### src/design/ckpm_pkg.sv
// Constants, register map and state type of the clock and power-mode controller.
// Assumes a 10 MHz system clock; oscillator edges arrive as one-cycle tick strobes.
package ckpm_pkg;

  // ----------------------------------------------------------------
  // Timing
  // ----------------------------------------------------------------
  localparam int CLK_PERIOD_NS     = 100;
  localparam int IRC_START_NS      = 60000;
  localparam int IRC_START_CYC     = (IRC_START_NS + CLK_PERIOD_NS - 1) / CLK_PERIOD_NS;
  localparam int IRC_FREQ_KHZ      = 4000;
  localparam int FLASH_WAKE_US     = 100;
  localparam int FLASH_WAKE_IRC    = FLASH_WAKE_US * IRC_FREQ_KHZ / 1000;
  localparam int SLEEP_WAKE_IRC    = 4;
  localparam int SLEEP_WAKE_MAIN   = 4096;
  localparam int MAIN_STABLE_TICKS = 4096;

  // ----------------------------------------------------------------
  // Register offsets (byte addresses)
  // ----------------------------------------------------------------
  localparam logic [7:0] A_SRCSEL  = 8'h00;
  localparam logic [7:0] A_MULCFG  = 8'h04;
  localparam logic [7:0] A_MULCTL  = 8'h08;
  localparam logic [7:0] A_MULSTAT = 8'h0c;
  localparam logic [7:0] A_CPUDIV  = 8'h10;
  localparam logic [7:0] A_USBDIV  = 8'h14;
  localparam logic [7:0] A_PGATE   = 8'h18;
  localparam logic [7:0] A_PDIV    = 8'h1c;
  localparam logic [7:0] A_PWRMODE = 8'h20;
  localparam logic [7:0] A_OSCCTL  = 8'h24;
  localparam logic [7:0] A_BRAM    = 8'h40;
  localparam int         BRAM_WORDS = 16;

  // ----------------------------------------------------------------
  // Fields and reset values
  // ----------------------------------------------------------------
  localparam int         MUL_N_LSB    = 16;
  localparam int         ST_EN_BIT    = 24;
  localparam int         ST_CON_BIT   = 25;
  localparam int         ST_LOCK_BIT  = 26;
  localparam logic [1:0] SRC_IRC      = 2'h0;
  localparam logic [1:0] SRC_MAIN     = 2'h1;
  localparam logic [1:0] SRC_RTC      = 2'h2;
  localparam logic [3:0] MODE_IDLE    = 4'h1;
  localparam logic [3:0] MODE_SLEEP   = 4'h2;
  localparam logic [3:0] MODE_PDOWN   = 4'h4;
  localparam logic [3:0] MODE_DPD     = 4'h8;
  localparam logic [7:0] PGATE_RST    = 8'hff;
  localparam int         NUM_PERIPH   = 8;

  typedef enum {S_RUN, S_IDLE, S_SLEEP, S_PDOWN, S_DPD, S_IRCSTART, S_WAKE} ckpm_state_t;

endpackage : ckpm_pkg

### src/design/ckpm_top.sv
// Clock source selection, multiplier sequencing, clock dividers and power modes.
// Assumes an AHB-Lite master, a clockless wake interrupt and tick strobes per oscillator.
//
// Operation
// RULE1 - Software selects internal RC, main crystal or real-time oscillator as source.
// RULE2 - Reset selects internal RC; it stays until software changes the source.
// RULE3 - Input divider N is programmable from 1 to 256.
// RULE4 - Multiplier M is 1 to 32768; software keeps core within 275-550 MHz.
// RULE5 - Reset or power-down forces multiplier off and bypassed; only software re-enables.
// RULE6 - Software configures, enables, waits for lock, then connects the multiplier.
// RULE7 - Processor clock is the multiplier input unless multiplier active and connected.
// RULE8 - Every peripheral has its own clock divider and clock gate.
// RULE9 - Wake from power-down and power-up run from the internal RC oscillator.
// RULE10 - Crystal is not used as processor clock until its wake-up timer expires.
// RULE11 - Idle stops the processor until interrupt or reset; peripheral clocks keep running.
// RULE12 - Sleep stops clocks, retains state, gates RC output, keeps RC powered.
// RULE13 - Sleep entry turns off and disconnects multiplier and clears CPU/USB dividers.
// RULE14 - Sleep exits only on reset or clockless interrupt; flash stays powered.
// RULE15 - Sleep wake resumes after 4 RC cycles or 4096 crystal cycles.
// RULE16 - After wake, software reprograms the multiplier and dividers.
// RULE17 - Power-down also shuts off the RC oscillator and flash.
// RULE18 - Power-down wake: 60 us RC start, 4 RC cycles, flash waits 100 us.
// RULE19 - Deep power-down removes logic power; leaving it is a full reset.
// RULE20 - Deep power-down wakes only on real-time alarm or external reset.
// RULE21 - Battery RAM keeps its contents through deep power-down.
// RULE22 - Real-time alarm is driven out to let external hardware restore power.
// RULE23 - Flash wake counter counts 400 RC periods and then raises flash ready.
// RULE24 - Mode entry only on software request; request clears when wake completes.
`timescale 1ns/10ps
module ckpm_top
  import ckpm_pkg::*;
(
  input  wire logic                  clock,
  input  wire logic                  rst,
  input  wire logic                  hsel,
  input  wire logic [31:0]           haddr,
  input  wire logic [1:0]            htrans,
  input  wire logic                  hwrite,
  input  wire logic [2:0]            hsize,
  input  wire logic [31:0]           hwdata,
  input  wire logic                  hready,
  output logic      [31:0]           hrdata,
  output logic                       hreadyout,
  output logic                       hresp,
  input  wire logic                  irc_tick,
  input  wire logic                  main_tick,
  input  wire logic                  rtc_tick,
  input  wire logic                  mult_tick,
  input  wire logic                  mult_lock,
  input  wire logic                  any_irq,
  input  wire logic                  wake_irq,
  input  wire logic                  rtc_alarm,
  output logic      [1:0]            multiplier_input_clock_sel,
  output logic                       processor_clock_en,
  output logic                       usb_clock_en,
  output logic      [NUM_PERIPH-1:0] periph_clock_en,
  output logic                       cpu_halt,
  output logic                       irc_power_en,
  output logic                       irc_out_en,
  output logic                       main_osc_en,
  output logic                       flash_power_en,
  output logic                       flash_ready,
  output logic                       regulator_en,
  output logic                       mult_power_en,
  output logic                       mult_bypass,
  output logic      [14:0]           mult_m_val,
  output logic      [7:0]            mult_n_val,
  output logic                       chip_reset_req,
  output logic                       alarm_out
);

  ckpm_state_t                 state_r;
  logic [3:0]                  mode_req_r;
  logic [1:0]                  src_sel_r;
  logic [14:0]                 m_r;
  logic [7:0]                  n_r;
  logic                        mul_en_r, mul_con_r, main_en_r;
  logic [7:0]                  cpudiv_r, cdiv_cnt_r;
  logic [3:0]                  usbdiv_r, udiv_cnt_r;
  logic [NUM_PERIPH-1:0]       pgate_r;
  logic [2*NUM_PERIPH-1:0]     pdiv_r;
  logic [12:0]                 wcnt_r, mstab_cnt_r, wake_target;
  logic [9:0]                  ircs_cnt_r;
  logic [8:0]                  fcnt_r;
  logic                        wake_main_r, main_stable, mult_active, wake_tick, wake_done;
  logic [1:0]                  eff_src;
  logic                        src_tick, base_tick, clocks_on, enter_lowpwr;
  logic                        acc_ok, wr_pend_r;
  logic [7:0]                  waddr_r;
  logic [31:0]                 rd_nxt;
  logic [31:0]                 bram [BRAM_WORDS];
  logic [2:0]                  pcnt_r [NUM_PERIPH];

  // ----------------------------------------------------------------
  // AHB-Lite slave: zero wait, always OKAY
  // ----------------------------------------------------------------
  assign hreadyout = 1'b1;
  assign hresp     = 1'b0;
  assign acc_ok    = hsel && htrans[1] && hready;

  always_comb begin
    rd_nxt = 32'h0;
    case (haddr[7:0])
      A_SRCSEL:  rd_nxt = {30'h0, src_sel_r};
      A_MULCFG:  rd_nxt = {8'h0, n_r, 1'b0, m_r};
      A_MULCTL:  rd_nxt = {30'h0, mul_con_r, mul_en_r};
      A_MULSTAT: rd_nxt = {5'h0, mult_lock, mul_con_r, mul_en_r, n_r, 1'b0, m_r};
      A_CPUDIV:  rd_nxt = {24'h0, cpudiv_r};
      A_USBDIV:  rd_nxt = {28'h0, usbdiv_r};
      A_PGATE:   rd_nxt = {24'h0, pgate_r};
      A_PDIV:    rd_nxt = {16'h0, pdiv_r};
      A_PWRMODE: rd_nxt = {28'h0, mode_req_r};
      A_OSCCTL:  rd_nxt = {29'h0, flash_ready, main_stable, main_en_r};
      default: begin
        if (haddr[7:6] == A_BRAM[7:6])
          rd_nxt = bram[haddr[5:2]];
      end
    endcase
  end

  always_ff @(posedge clock) begin
    if (rst) begin
      wr_pend_r <= 1'b0;
      waddr_r   <= 8'h0;
      hrdata    <= 32'h0;
    end else begin
      wr_pend_r <= acc_ok && hwrite;
      if (acc_ok) begin
        waddr_r <= haddr[7:0];
        if (!hwrite)
          hrdata <= rd_nxt;
      end
    end
  end

  // Battery RAM has no reset: it lives on the backup supply
  always_ff @(posedge clock) begin
    if (wr_pend_r && waddr_r[7:6] == A_BRAM[7:6])
      bram[waddr_r[5:2]] <= hwdata;  // RULE21
  end

  // ----------------------------------------------------------------
  // Control registers
  // ----------------------------------------------------------------
  assign enter_lowpwr = wr_pend_r && waddr_r == A_PWRMODE && state_r == S_RUN &&
                        (hwdata[3:0] == MODE_SLEEP || hwdata[3:0] == MODE_PDOWN);

  always_ff @(posedge clock) begin
    if (rst) begin
      src_sel_r <= SRC_IRC;  // RULE2
      m_r       <= 15'h0;
      n_r       <= 8'h0;
      mul_en_r  <= 1'b0;  // RULE5
      mul_con_r <= 1'b0;
      cpudiv_r  <= 8'h0;
      usbdiv_r  <= 4'h0;
      pgate_r   <= PGATE_RST;
      pdiv_r    <= 16'h0;
      main_en_r <= 1'b0;
    end else if (enter_lowpwr) begin
      mul_en_r  <= 1'b0;  // RULE5 RULE13
      mul_con_r <= 1'b0;
      cpudiv_r  <= 8'h0;  // RULE13
      usbdiv_r  <= 4'h0;
      if (hwdata[3:0] == MODE_PDOWN)
        src_sel_r <= SRC_IRC;  // RULE9
    end else if (wr_pend_r) begin
      case (waddr_r)
        A_SRCSEL: if (hwdata[1:0] != 2'h3) src_sel_r <= hwdata[1:0];  // RULE1
        A_MULCFG: begin
          m_r <= hwdata[14:0];  // RULE4
          n_r <= hwdata[MUL_N_LSB +: 8];  // RULE3
        end
        A_MULCTL: begin
          mul_en_r  <= hwdata[0];
          mul_con_r <= hwdata[1];
        end
        A_CPUDIV: cpudiv_r  <= hwdata[7:0];
        A_USBDIV: usbdiv_r  <= hwdata[3:0];
        A_PGATE:  pgate_r   <= hwdata[7:0];  // RULE8
        A_PDIV:   pdiv_r    <= hwdata[15:0];  // RULE8
        A_OSCCTL: main_en_r <= hwdata[0];
        default: ;
      endcase
    end
  end

  // ----------------------------------------------------------------
  // Source selection and crystal wake-up timer
  // ----------------------------------------------------------------
  assign main_stable = mstab_cnt_r == 13'(MAIN_STABLE_TICKS);
  assign eff_src     = (src_sel_r == SRC_MAIN && !main_stable) ? SRC_IRC : src_sel_r;  // RULE10
  assign multiplier_input_clock_sel = eff_src;
  assign src_tick    = (eff_src == SRC_MAIN) ? main_tick :
                       (eff_src == SRC_RTC)  ? rtc_tick  : irc_tick;  // RULE1
  assign mult_active = mul_en_r && mul_con_r && mult_lock;  // RULE6
  assign base_tick   = mult_active ? mult_tick : src_tick;  // RULE7
  assign main_osc_en = main_en_r && (clocks_on || (state_r == S_WAKE && wake_main_r));

  always_ff @(posedge clock) begin
    if (rst || !main_osc_en)
      mstab_cnt_r <= 13'h0;
    else if (main_tick && !main_stable)
      mstab_cnt_r <= mstab_cnt_r + 13'h1;  // RULE10
  end

  // ----------------------------------------------------------------
  // Power-mode sequencer
  // ----------------------------------------------------------------
  assign clocks_on   = state_r == S_RUN || state_r == S_IDLE;
  assign wake_target = wake_main_r ? 13'(SLEEP_WAKE_MAIN - 1) : 13'(SLEEP_WAKE_IRC - 1);
  assign wake_tick   = wake_main_r ? main_tick : irc_tick;
  assign wake_done   = state_r == S_WAKE && wake_tick && wcnt_r == wake_target;

  always_ff @(posedge clock) begin
    if (rst) begin
      state_r     <= S_RUN;
      mode_req_r  <= 4'h0;
      wcnt_r      <= 13'h0;
      ircs_cnt_r  <= 10'h0;
      wake_main_r <= 1'b0;
    end else begin
      case (state_r)
        S_RUN: begin
          if (wr_pend_r && waddr_r == A_PWRMODE) begin  // RULE24
            mode_req_r <= hwdata[3:0];
            case (hwdata[3:0])
              MODE_IDLE:  state_r <= S_IDLE;
              MODE_SLEEP: state_r <= S_SLEEP;
              MODE_PDOWN: state_r <= S_PDOWN;
              MODE_DPD:   state_r <= S_DPD;
              default:    mode_req_r <= 4'h0;
            endcase
          end
        end
        S_IDLE: if (any_irq || wake_irq) begin  // RULE11
          state_r    <= S_RUN;
          mode_req_r <= 4'h0;
        end
        S_SLEEP: if (wake_irq) begin  // RULE14
          state_r     <= S_WAKE;
          wcnt_r      <= 13'h0;
          wake_main_r <= src_sel_r == SRC_MAIN;  // RULE15
        end
        S_PDOWN: if (wake_irq) begin
          state_r     <= S_IRCSTART;
          ircs_cnt_r  <= 10'h0;
          wake_main_r <= 1'b0;  // RULE9
        end
        S_IRCSTART: begin
          if (ircs_cnt_r == 10'(IRC_START_CYC - 1)) begin  // RULE18
            state_r <= S_WAKE;
            wcnt_r  <= 13'h0;
          end else
            ircs_cnt_r <= ircs_cnt_r + 10'h1;
        end
        S_WAKE: begin
          if (wake_done) begin  // RULE15 RULE18
            state_r    <= S_RUN;
            mode_req_r <= 4'h0;  // RULE24
          end else if (wake_tick)
            wcnt_r <= wcnt_r + 13'h1;
        end
        S_DPD: ;  // RULE19 RULE20
        default: state_r <= S_RUN;
      endcase
    end
  end

  // Deep power-down leaves only through a chip reset
  always_ff @(posedge clock) begin
    if (rst) begin
      chip_reset_req <= 1'b0;
      alarm_out      <= 1'b0;
    end else begin
      chip_reset_req <= state_r == S_DPD && rtc_alarm;  // RULE20
      alarm_out      <= rtc_alarm;  // RULE22
    end
  end

  // ----------------------------------------------------------------
  // Flash wake-up counter
  // ----------------------------------------------------------------
  assign flash_power_en = !(state_r == S_PDOWN || state_r == S_DPD);  // RULE14 RULE17
  // Ready drops with flash power, not one cycle after it
  assign flash_ready    = flash_power_en && fcnt_r == 9'(FLASH_WAKE_IRC);  // RULE17

  always_ff @(posedge clock) begin
    if (rst)
      fcnt_r <= 9'(FLASH_WAKE_IRC);
    else if (!flash_power_en)
      fcnt_r <= 9'h0;
    else if (state_r != S_IRCSTART && irc_tick && !flash_ready)
      fcnt_r <= fcnt_r + 9'h1;  // RULE18 RULE23
  end

  // ----------------------------------------------------------------
  // Oscillator and multiplier controls
  // ----------------------------------------------------------------
  assign irc_power_en  = !(state_r == S_PDOWN || state_r == S_DPD);  // RULE12 RULE17
  assign irc_out_en    = clocks_on || state_r == S_WAKE;  // RULE12
  assign regulator_en  = state_r != S_DPD;  // RULE19
  assign cpu_halt      = state_r != S_RUN;  // RULE11
  assign mult_power_en = mul_en_r;
  assign mult_bypass   = !mult_active;  // RULE5
  assign mult_m_val    = m_r;
  assign mult_n_val    = n_r;

  // ----------------------------------------------------------------
  // Processor, USB and peripheral clock dividers
  // ----------------------------------------------------------------
  always_ff @(posedge clock) begin
    if (rst) begin
      cdiv_cnt_r         <= 8'h0;
      udiv_cnt_r         <= 4'h0;
      processor_clock_en <= 1'b0;
      usb_clock_en       <= 1'b0;
    end else begin
      processor_clock_en <= 1'b0;
      usb_clock_en       <= 1'b0;
      if (base_tick && clocks_on) begin
        cdiv_cnt_r <= (cdiv_cnt_r >= cpudiv_r) ? 8'h0 : cdiv_cnt_r + 8'h1;
        udiv_cnt_r <= (udiv_cnt_r >= usbdiv_r) ? 4'h0 : udiv_cnt_r + 4'h1;
        processor_clock_en <= state_r == S_RUN && cdiv_cnt_r >= cpudiv_r;  // RULE11
        usb_clock_en       <= udiv_cnt_r >= usbdiv_r;
      end
    end
  end

  for (genvar g = 0; g < NUM_PERIPH; g++) begin : g_periph
    logic [2:0] pmask;
    assign pmask = 3'((4'h1 << pdiv_r[2*g +: 2]) - 4'h1);
    always_ff @(posedge clock) begin
      if (rst) begin
        pcnt_r[g]          <= 3'h0;
        periph_clock_en[g] <= 1'b0;
      end else begin
        periph_clock_en[g] <= 1'b0;
        if (base_tick && clocks_on) begin
          pcnt_r[g]          <= pcnt_r[g] + 3'h1;
          periph_clock_en[g] <= pgate_r[g] && (pcnt_r[g] & pmask) == 3'h0;  // RULE8 RULE11
        end
      end
    end
  end

  // ----------------------------------------------------------------
  // Checks
  // ----------------------------------------------------------------
  crystal_holdoff_a: assert property (@(posedge clock) disable iff (rst)  // RULE10
    (src_sel_r == SRC_MAIN && !main_stable) |-> eff_src == SRC_IRC)
    else $error("crystal used before wake-up timer expired");

  mult_bypass_a: assert property (@(posedge clock) disable iff (rst)  // RULE7
    !(mul_en_r && mul_con_r && mult_lock) |-> base_tick == src_tick)
    else $error("processor clock not from multiplier input");

  sleep_entry_a: assert property (@(posedge clock) disable iff (rst)  // RULE13
    (state_r == S_RUN && wr_pend_r && waddr_r == A_PWRMODE && hwdata[3:0] == MODE_SLEEP)
    |=> state_r == S_SLEEP && !mul_en_r && !mul_con_r && cpudiv_r == 8'h0 && usbdiv_r == 4'h0)
    else $error("sleep entry left multiplier or dividers set");

  sleep_clocks_a: assert property (@(posedge clock) disable iff (rst)  // RULE12
    state_r == S_SLEEP ##1 state_r == S_SLEEP
    |-> !irc_out_en && irc_power_en && !processor_clock_en && periph_clock_en == '0)
    else $error("clocks running in sleep");

  wake_hold_a: assert property (@(posedge clock) disable iff (rst)  // RULE15
    (state_r == S_WAKE && !wake_done) |=> state_r == S_WAKE && cpu_halt)
    else $error("wake ended before count expired");

  wake_end_a: assert property (@(posedge clock) disable iff (rst)  // RULE15
    wake_done |-> $past(wcnt_r) <= wake_target ##1 (state_r == S_RUN && !cpu_halt))
    else $error("wake did not resume execution");

  pdown_power_a: assert property (@(posedge clock) disable iff (rst)  // RULE17
    state_r == S_PDOWN |-> !irc_power_en && !flash_power_en && !flash_ready && mult_bypass)
    else $error("power-down left oscillator or flash on");

  irc_start_a: assert property (@(posedge clock) disable iff (rst)  // RULE18
    $rose(state_r == S_IRCSTART) |-> (state_r == S_IRCSTART) [*8])
    else $error("RC start-up ended too early");

  flash_count_a: assert property (@(posedge clock) disable iff (rst)  // RULE23
    $rose(flash_ready) |-> $past(irc_tick) && $past(fcnt_r) == 9'(FLASH_WAKE_IRC - 1))
    else $error("flash ready without full count");

  dpd_stay_a: assert property (@(posedge clock) disable iff (rst)  // RULE20
    (state_r == S_DPD) |=> state_r == S_DPD && !regulator_en)
    else $error("deep power-down left without reset");

  idle_halt_a: assert property (@(posedge clock) disable iff (rst)  // RULE11
    state_r == S_IDLE ##1 state_r == S_IDLE |-> !processor_clock_en && cpu_halt)
    else $error("processor clocked in idle");

  mode_clear_a: assert property (@(posedge clock) disable iff (rst)  // RULE24
    state_r == S_RUN |-> mode_req_r == 4'h0)
    else $error("mode request not cleared after wake");

endmodule : ckpm_top

### config.mk
export PLATFORM = sky130hd
export DESIGN_NAME = ckpm_top
export DESIGN_NICKNAME = d
export VERILOG_FILES = /design/src/design/ckpm_pkg.sv /design/src/design/ckpm_top.sv
export SDC_FILE = /design/constraint.sdc
export NUM_CORES = 1
export LEC_CHECK = 0
export BUFFER_PORTS_ARGS = -buffer_cell sky130_fd_sc_hd__buf_4
export CORE_ASPECT_RATIO = 1.2
export CORE_MARGIN = 2
export CORE_UTILIZATION = 30
export DETAILED_ROUTE_END_ITERATION = 16
export PLACE_DENSITY_LB_ADDON = 0.08
export SYNTH_ARGS = -nofsm -noshare
export SYNTH_HDL_FRONTEND = slang
export SYNTH_SLANG_ARGS = --single-unit
### constraint.sdc
create_clock -name clock -period 4.3 [get_ports clock]
set_input_delay 0.86 -clock clock [delete_from_list [all_inputs] [get_ports clock]]
set_output_delay 0.86 -clock clock [all_outputs]
set_load 0.005 [all_outputs]
Word-level counts from Yosys, hierarchy flattened --
Memory sizes are Yosys's and may differ from the RTL's. Cells that the tools add are included.
Operators by class: $lt $le $gt $ge 2, mux-type cells 56, shift operators 8, $mul 0, eq/ne operators 54, add/subtract/negate cells 22, reductions and logical operators 80, divide/modulo/power cells 0, bitwise logic cells 20
Operators with widths (count):
- $pmux 32 s10 | 1
- $mux 32 | 7
- $pmux 32 s7 | 1
- $eq 32x3->1 const B | 4
- $pmux 32 s4 | 1
- $eq 32x2->1 const B | 3
- $eq 32x4->1 const B | 2
- $eq 8x5->1 const B | 8
- $logic_not 32->1 | 2
- $ne 32x4->1 const B | 2
- $mux 13 | 4
- $pmux 13 s3 | 1
- $eq 32x1->1 const B | 1
- $eq 8x6->1 const B | 4
- $reduce_bool 32->1 | 1
- $logic_and 1x1->1 | 29
- $add 13x1->13 const B | 2
- $add 3x1->3 const B | 8
- $and 3x3->3 | 8
- $eq 8x4->1 const B | 3
- $logic_not 3->1 | 8
- $mux 3 | 8
- $shl 1x2->3 const A | 8
- $sub 3x1->3 const B | 8
- other kinds (44) | 118
Word-level totals: register bits after elaboration 211, memory bits (read-only) 0, memories kept 2, bits in latches 0, bits of input ports 82, logic and storage cells 279, bits in writable memories 536
Memories:
- bram | words 16, width 32, rd ports 1, clocked after Yosys merged registers in 0, write ports 1, line ckpm_top.sv:91 | logic [31:0] bram [BRAM_WORDS];
- pcnt_r | words 8, width 3, rd ports 8, clocked after Yosys merged registers in 0, write ports 8, line ckpm_top.sv:92 | logic [2:0] pcnt_r [NUM_PERIPH];

Longest topological paths before layout --
depth in word-level cells 13, gate-level depth with buffers 10, mapped depth without buffers 8

Worst setup path before layout --
Ideal clock, no wire load.
path type register -> register, start reg waddr_r[2], end mem bram[3][0] (enable), stages on the path, launching flop included 5, data required time 3.839 ns, path buffers 1, path slack 0.717 ns, setup time 0.461 ns, data arrival time 3.121 ns, clock period less this slack 3.583 ns, cell sequence dfxtp_1 > clkbuf_1 > nor2b_1 > nand4_1 > nor3_1
RTL lines:
- from (decl) | line ckpm_top.sv:89 | logic [7:0] waddr_r;
- from (signal assigned) | line ckpm_top.sv:129 | waddr_r <= haddr[7:0];
- to (decl) | line ckpm_top.sv:91
Straight into the memory's write port.

Worst setup path in the final report --
start reg mstab_cnt_r[0], end out multiplier_input_clock_sel[0]
On the way: word-level cells in the longest chain between the ends 4
Ends and longest elaborated chain:
- from (decl) | line ckpm_top.sv:82 | logic [12:0] wcnt_r, mstab_cnt_r, wake_target;
- from (signal assigned) | line ckpm_top.sv:204 | mstab_cnt_r <= mstab_cnt_r + 13'h1;
- $eq 13x13->1 | line ckpm_top.sv:191 | assign main_stable = mstab_cnt_r == 13'(MAIN_STABLE_TICKS);
- $logic_not 1->1 | line ckpm_top.sv:192 | assign eff_src = (src_sel_r == SRC_MAIN && !main_stable) ? SRC_IRC : src_sel_r;
- $logic_and 1x1->1 | line ckpm_top.sv:192
- $mux 2 | line ckpm_top.sv:192
- to (decl) | line ckpm_top.sv:53 | output logic [1:0] multiplier_input_clock_sel,
Every way passes these cells.

==> metrics.cfg <==
[status]
outcome=finished clean

[place]
portBuffers=131
place.gp.congestion=0.764
hpwl_um=49900

[final_layout]
nNetsFinal=2131
final_cell_mix=536 x edfxtp_1, 184 x buf_4, 182 x dfxtp_1, 161 x mux4_2, 143 x nand2_1
seqCellArea_um2=19700
fillers=9165
area_growth_pct=18.6
final_common_cell=edfxtp_1
drive_above_1_share=0.241
multiInputGateArea_um2=8810

[clock_network]
hold_buffers=0
clock-sinks=718
cts.clk_slew.worst_paths_ns=0.06
cts_setup_buffers=0
insertion_delay_ns=0.63
cts_buffers=83
cts.repair.resized=0
cts_root_buffer=clkbuf_16
tritoncts=built
cts.path.max_buffers=3
htreeDepth=3

[floorplanning]
fp-row-count=125
chipWidth_um=288
ioPinCount=162
core_area_um2=96300
die_h_um=345
start_util=0.301
die-area_um2=99300

[synthesis]
synth_cell_types=71
netlist_instances=1857
ys_async_sr_fraction=0
synth_area_per_cell_um2=15.6
yosys-top-cells-area=edfxtp_1 55%, dfxtp_1 13%, mux4_2 12%, nor2_1 1.9%, nand2_1 1.8%
synth_top_area_share=0.554
synth_edf_count=536
netlist_area_um2=29000
synth_nets=1967
ys.warnings.count=0
synth.ff_latch_count=718
synth_ff_type=edfxtp_1
ys_seq_area_frac=0.680
yosys.area.top_type=edfxtp_1

[worst_setup_path]
required_ns=3.44
cp_max_fo=5
start_kind=flop
critical_path_class=flop to output pin
endpoint_kind=output pin
cp.arrival_ns=2.37

[sta]
rsz0062_at_grt=false
finClkSkew_ns=0.0140
hold_viol=0
setup_tns_ns=0
fin_crit_sh=0.751
final.min_clock_period_ns=3.23
maxSlewViolCount=0
max_slew_margin=0.309
setup_viol=0
fmax_mhz=310
worstMarginPinSlew_ns=1.03

[route]
drc=0
drt_iter0_drc=1115
first_pass_iters=5
via_count=16800
routed_wirelength_um=82400
wl_per_cell_um=24.5
detail_route.vias_per_cell=5.01
drtAntennaViolNets=0

[run]
cap_violations=0

[grt]
track_usage=0.167
grt_pass1_wl_um=120000
grt_remaining_overflow=0
antenna_found_initial=2
grt_start_max_net_pins=57
grt_pass1_vias=17400

[power_and_ir_drop]
ir_worst_vdd_v=0.000259
power_mw=15.2
cellPowerDensity_nw_per_um2=441
leakage_nw=11.4

[worst_hold_path]
hp-class=flop to flop

## cell families (layout without fill, tap and decap cells)
kind of cell,Yosys count,count (layout),synth area share
other,2,3,0.000259
DFF,718,718,0.680
xor gates and xnor gates,39,39,0.0118
and+or+nand+nor,501,501,0.0838
buffers and inverters,145,378,0.0212
adders and majority gates,28,28,0.0121
muxes,198,198,0.138
AOI/OAI and AO/OA,226,226,0.0532
## state kept, by name (all words and copies together) (netlist names), 8 cells and up
name and cells:
periph_clock_en 8, wcnt_r 13, pgate_r 8, mult_n_val 8, cdiv_cnt_r 8, mult_m_val 15, pcnt_r 24, waddr_r 8
pdiv_r 16, bram 512, ircs_cnt_r 10, hrdata 32, mstab_cnt_r 13, fcnt_r 9, cpudiv_r 8
## per-layer routing
| layer | routed length (um) | part of all wire | vias up | GRT usage |
|---|---|---|---|---|
| li1 | - | - | 7564 | - |
| met2 | 39800 | 0.48 | 371 | 0.276 |
| met4 | 1870 | 0.023 | 0 | 0.0477 |
| met5 | 0 | 0 | - | 0 |
| met3 | 3780 | 0.046 | 96 | 0.0290 |
| met1 | 37000 | 0.45 | 8804 | 0.225 |
## worst max-delay path, cell delays in order, from the launching register on
cell and delay, ns:
dfxtp_1 0.32, inv_1 0.12, ha_1 0.16, nor4b_1 0.36
nand3_1 0.35, a21boi_0 0.28, buf_4 0.14
## area by class of cell
cell class	instances	area share
Timing Repair Buffer	190	0.0432
Clock inverter	44	0.0139
Tap cell	1270	0.0461
Clock buffer	110	0.0641
Sequential cell	718	0.573
Multi-Input combinational cell	994	0.256
Inverter	34	0.00371
Antenna cell	1	0.0000727
## Yosys cell counts, types with 13 or more instances
library cell and n:
nor2b_1 19, edfxtp_1 536, a21oi_1 83, nand3_1 28, a221oi_1 14, and3_1 16, or3_1 14, and2_1 15
xor2_1 22, a21o_1 16, ha_1 28, dfxtp_1 182, o21ai_0 24, mux4_2 161, nand2b_1 13, buf_2 30
nand4_1 18, nor3_1 31, mux2i_1 34, inv_1 34, nor2_1 149, xnor2_1 17, nand2_1 143, clkbuf_1 66
## final timing paths
path,startpoint,to,slack [ns],depth (start not counted)
min,cpudiv_r[6]$_SDFFE_PP0P_,cpudiv_r[6]$_SDFFE_PP0P_,0.46,2
max reg2reg,mstab_cnt_r[0]$_SDFFE_PP0P_,periph_clock_en[7]$_SDFF_PP0_,1.08,9
max,mstab_cnt_r[0]$_SDFFE_PP0P_,multiplier_input_clock_sel[0],1.07,6
min reg2reg,cpudiv_r[6]$_SDFFE_PP0P_,cpudiv_r[6]$_SDFFE_PP0P_,0.46,2
## report_power, final
part | internal [mW] | switching, mW | total, mW | leakage, nW
registers | 7.48 | 0.0296 | 7.50 | 6.34
clock network | 4.17 | 2.86 | 7.02 | 1.31
logic | 0.275 | 0.384 | 0.660 | 3.75
## metrics by stage
stage / cell area [um^2] / utilization / worst slack [ns] / instances / hold slack, ns
global placement: 31800 / 0.330 / 0.928 / 3206 / 0.449
finish: 34400 / 0.358 / 1.07 / 3361 / 0.457
detailed placement: 31800 / 0.330 / 0.920 / 3206 / 0.452
floorplan: 29000 / - / 0.717 / 1857 / 0.428
CTS: 34400 / 0.357 / 0.961 / 3360 / 0.438
global route: 34400 / 0.357 / 0.823 / 3360 / 0.464
No activity file was read; power rests on OpenSTA's default activity.
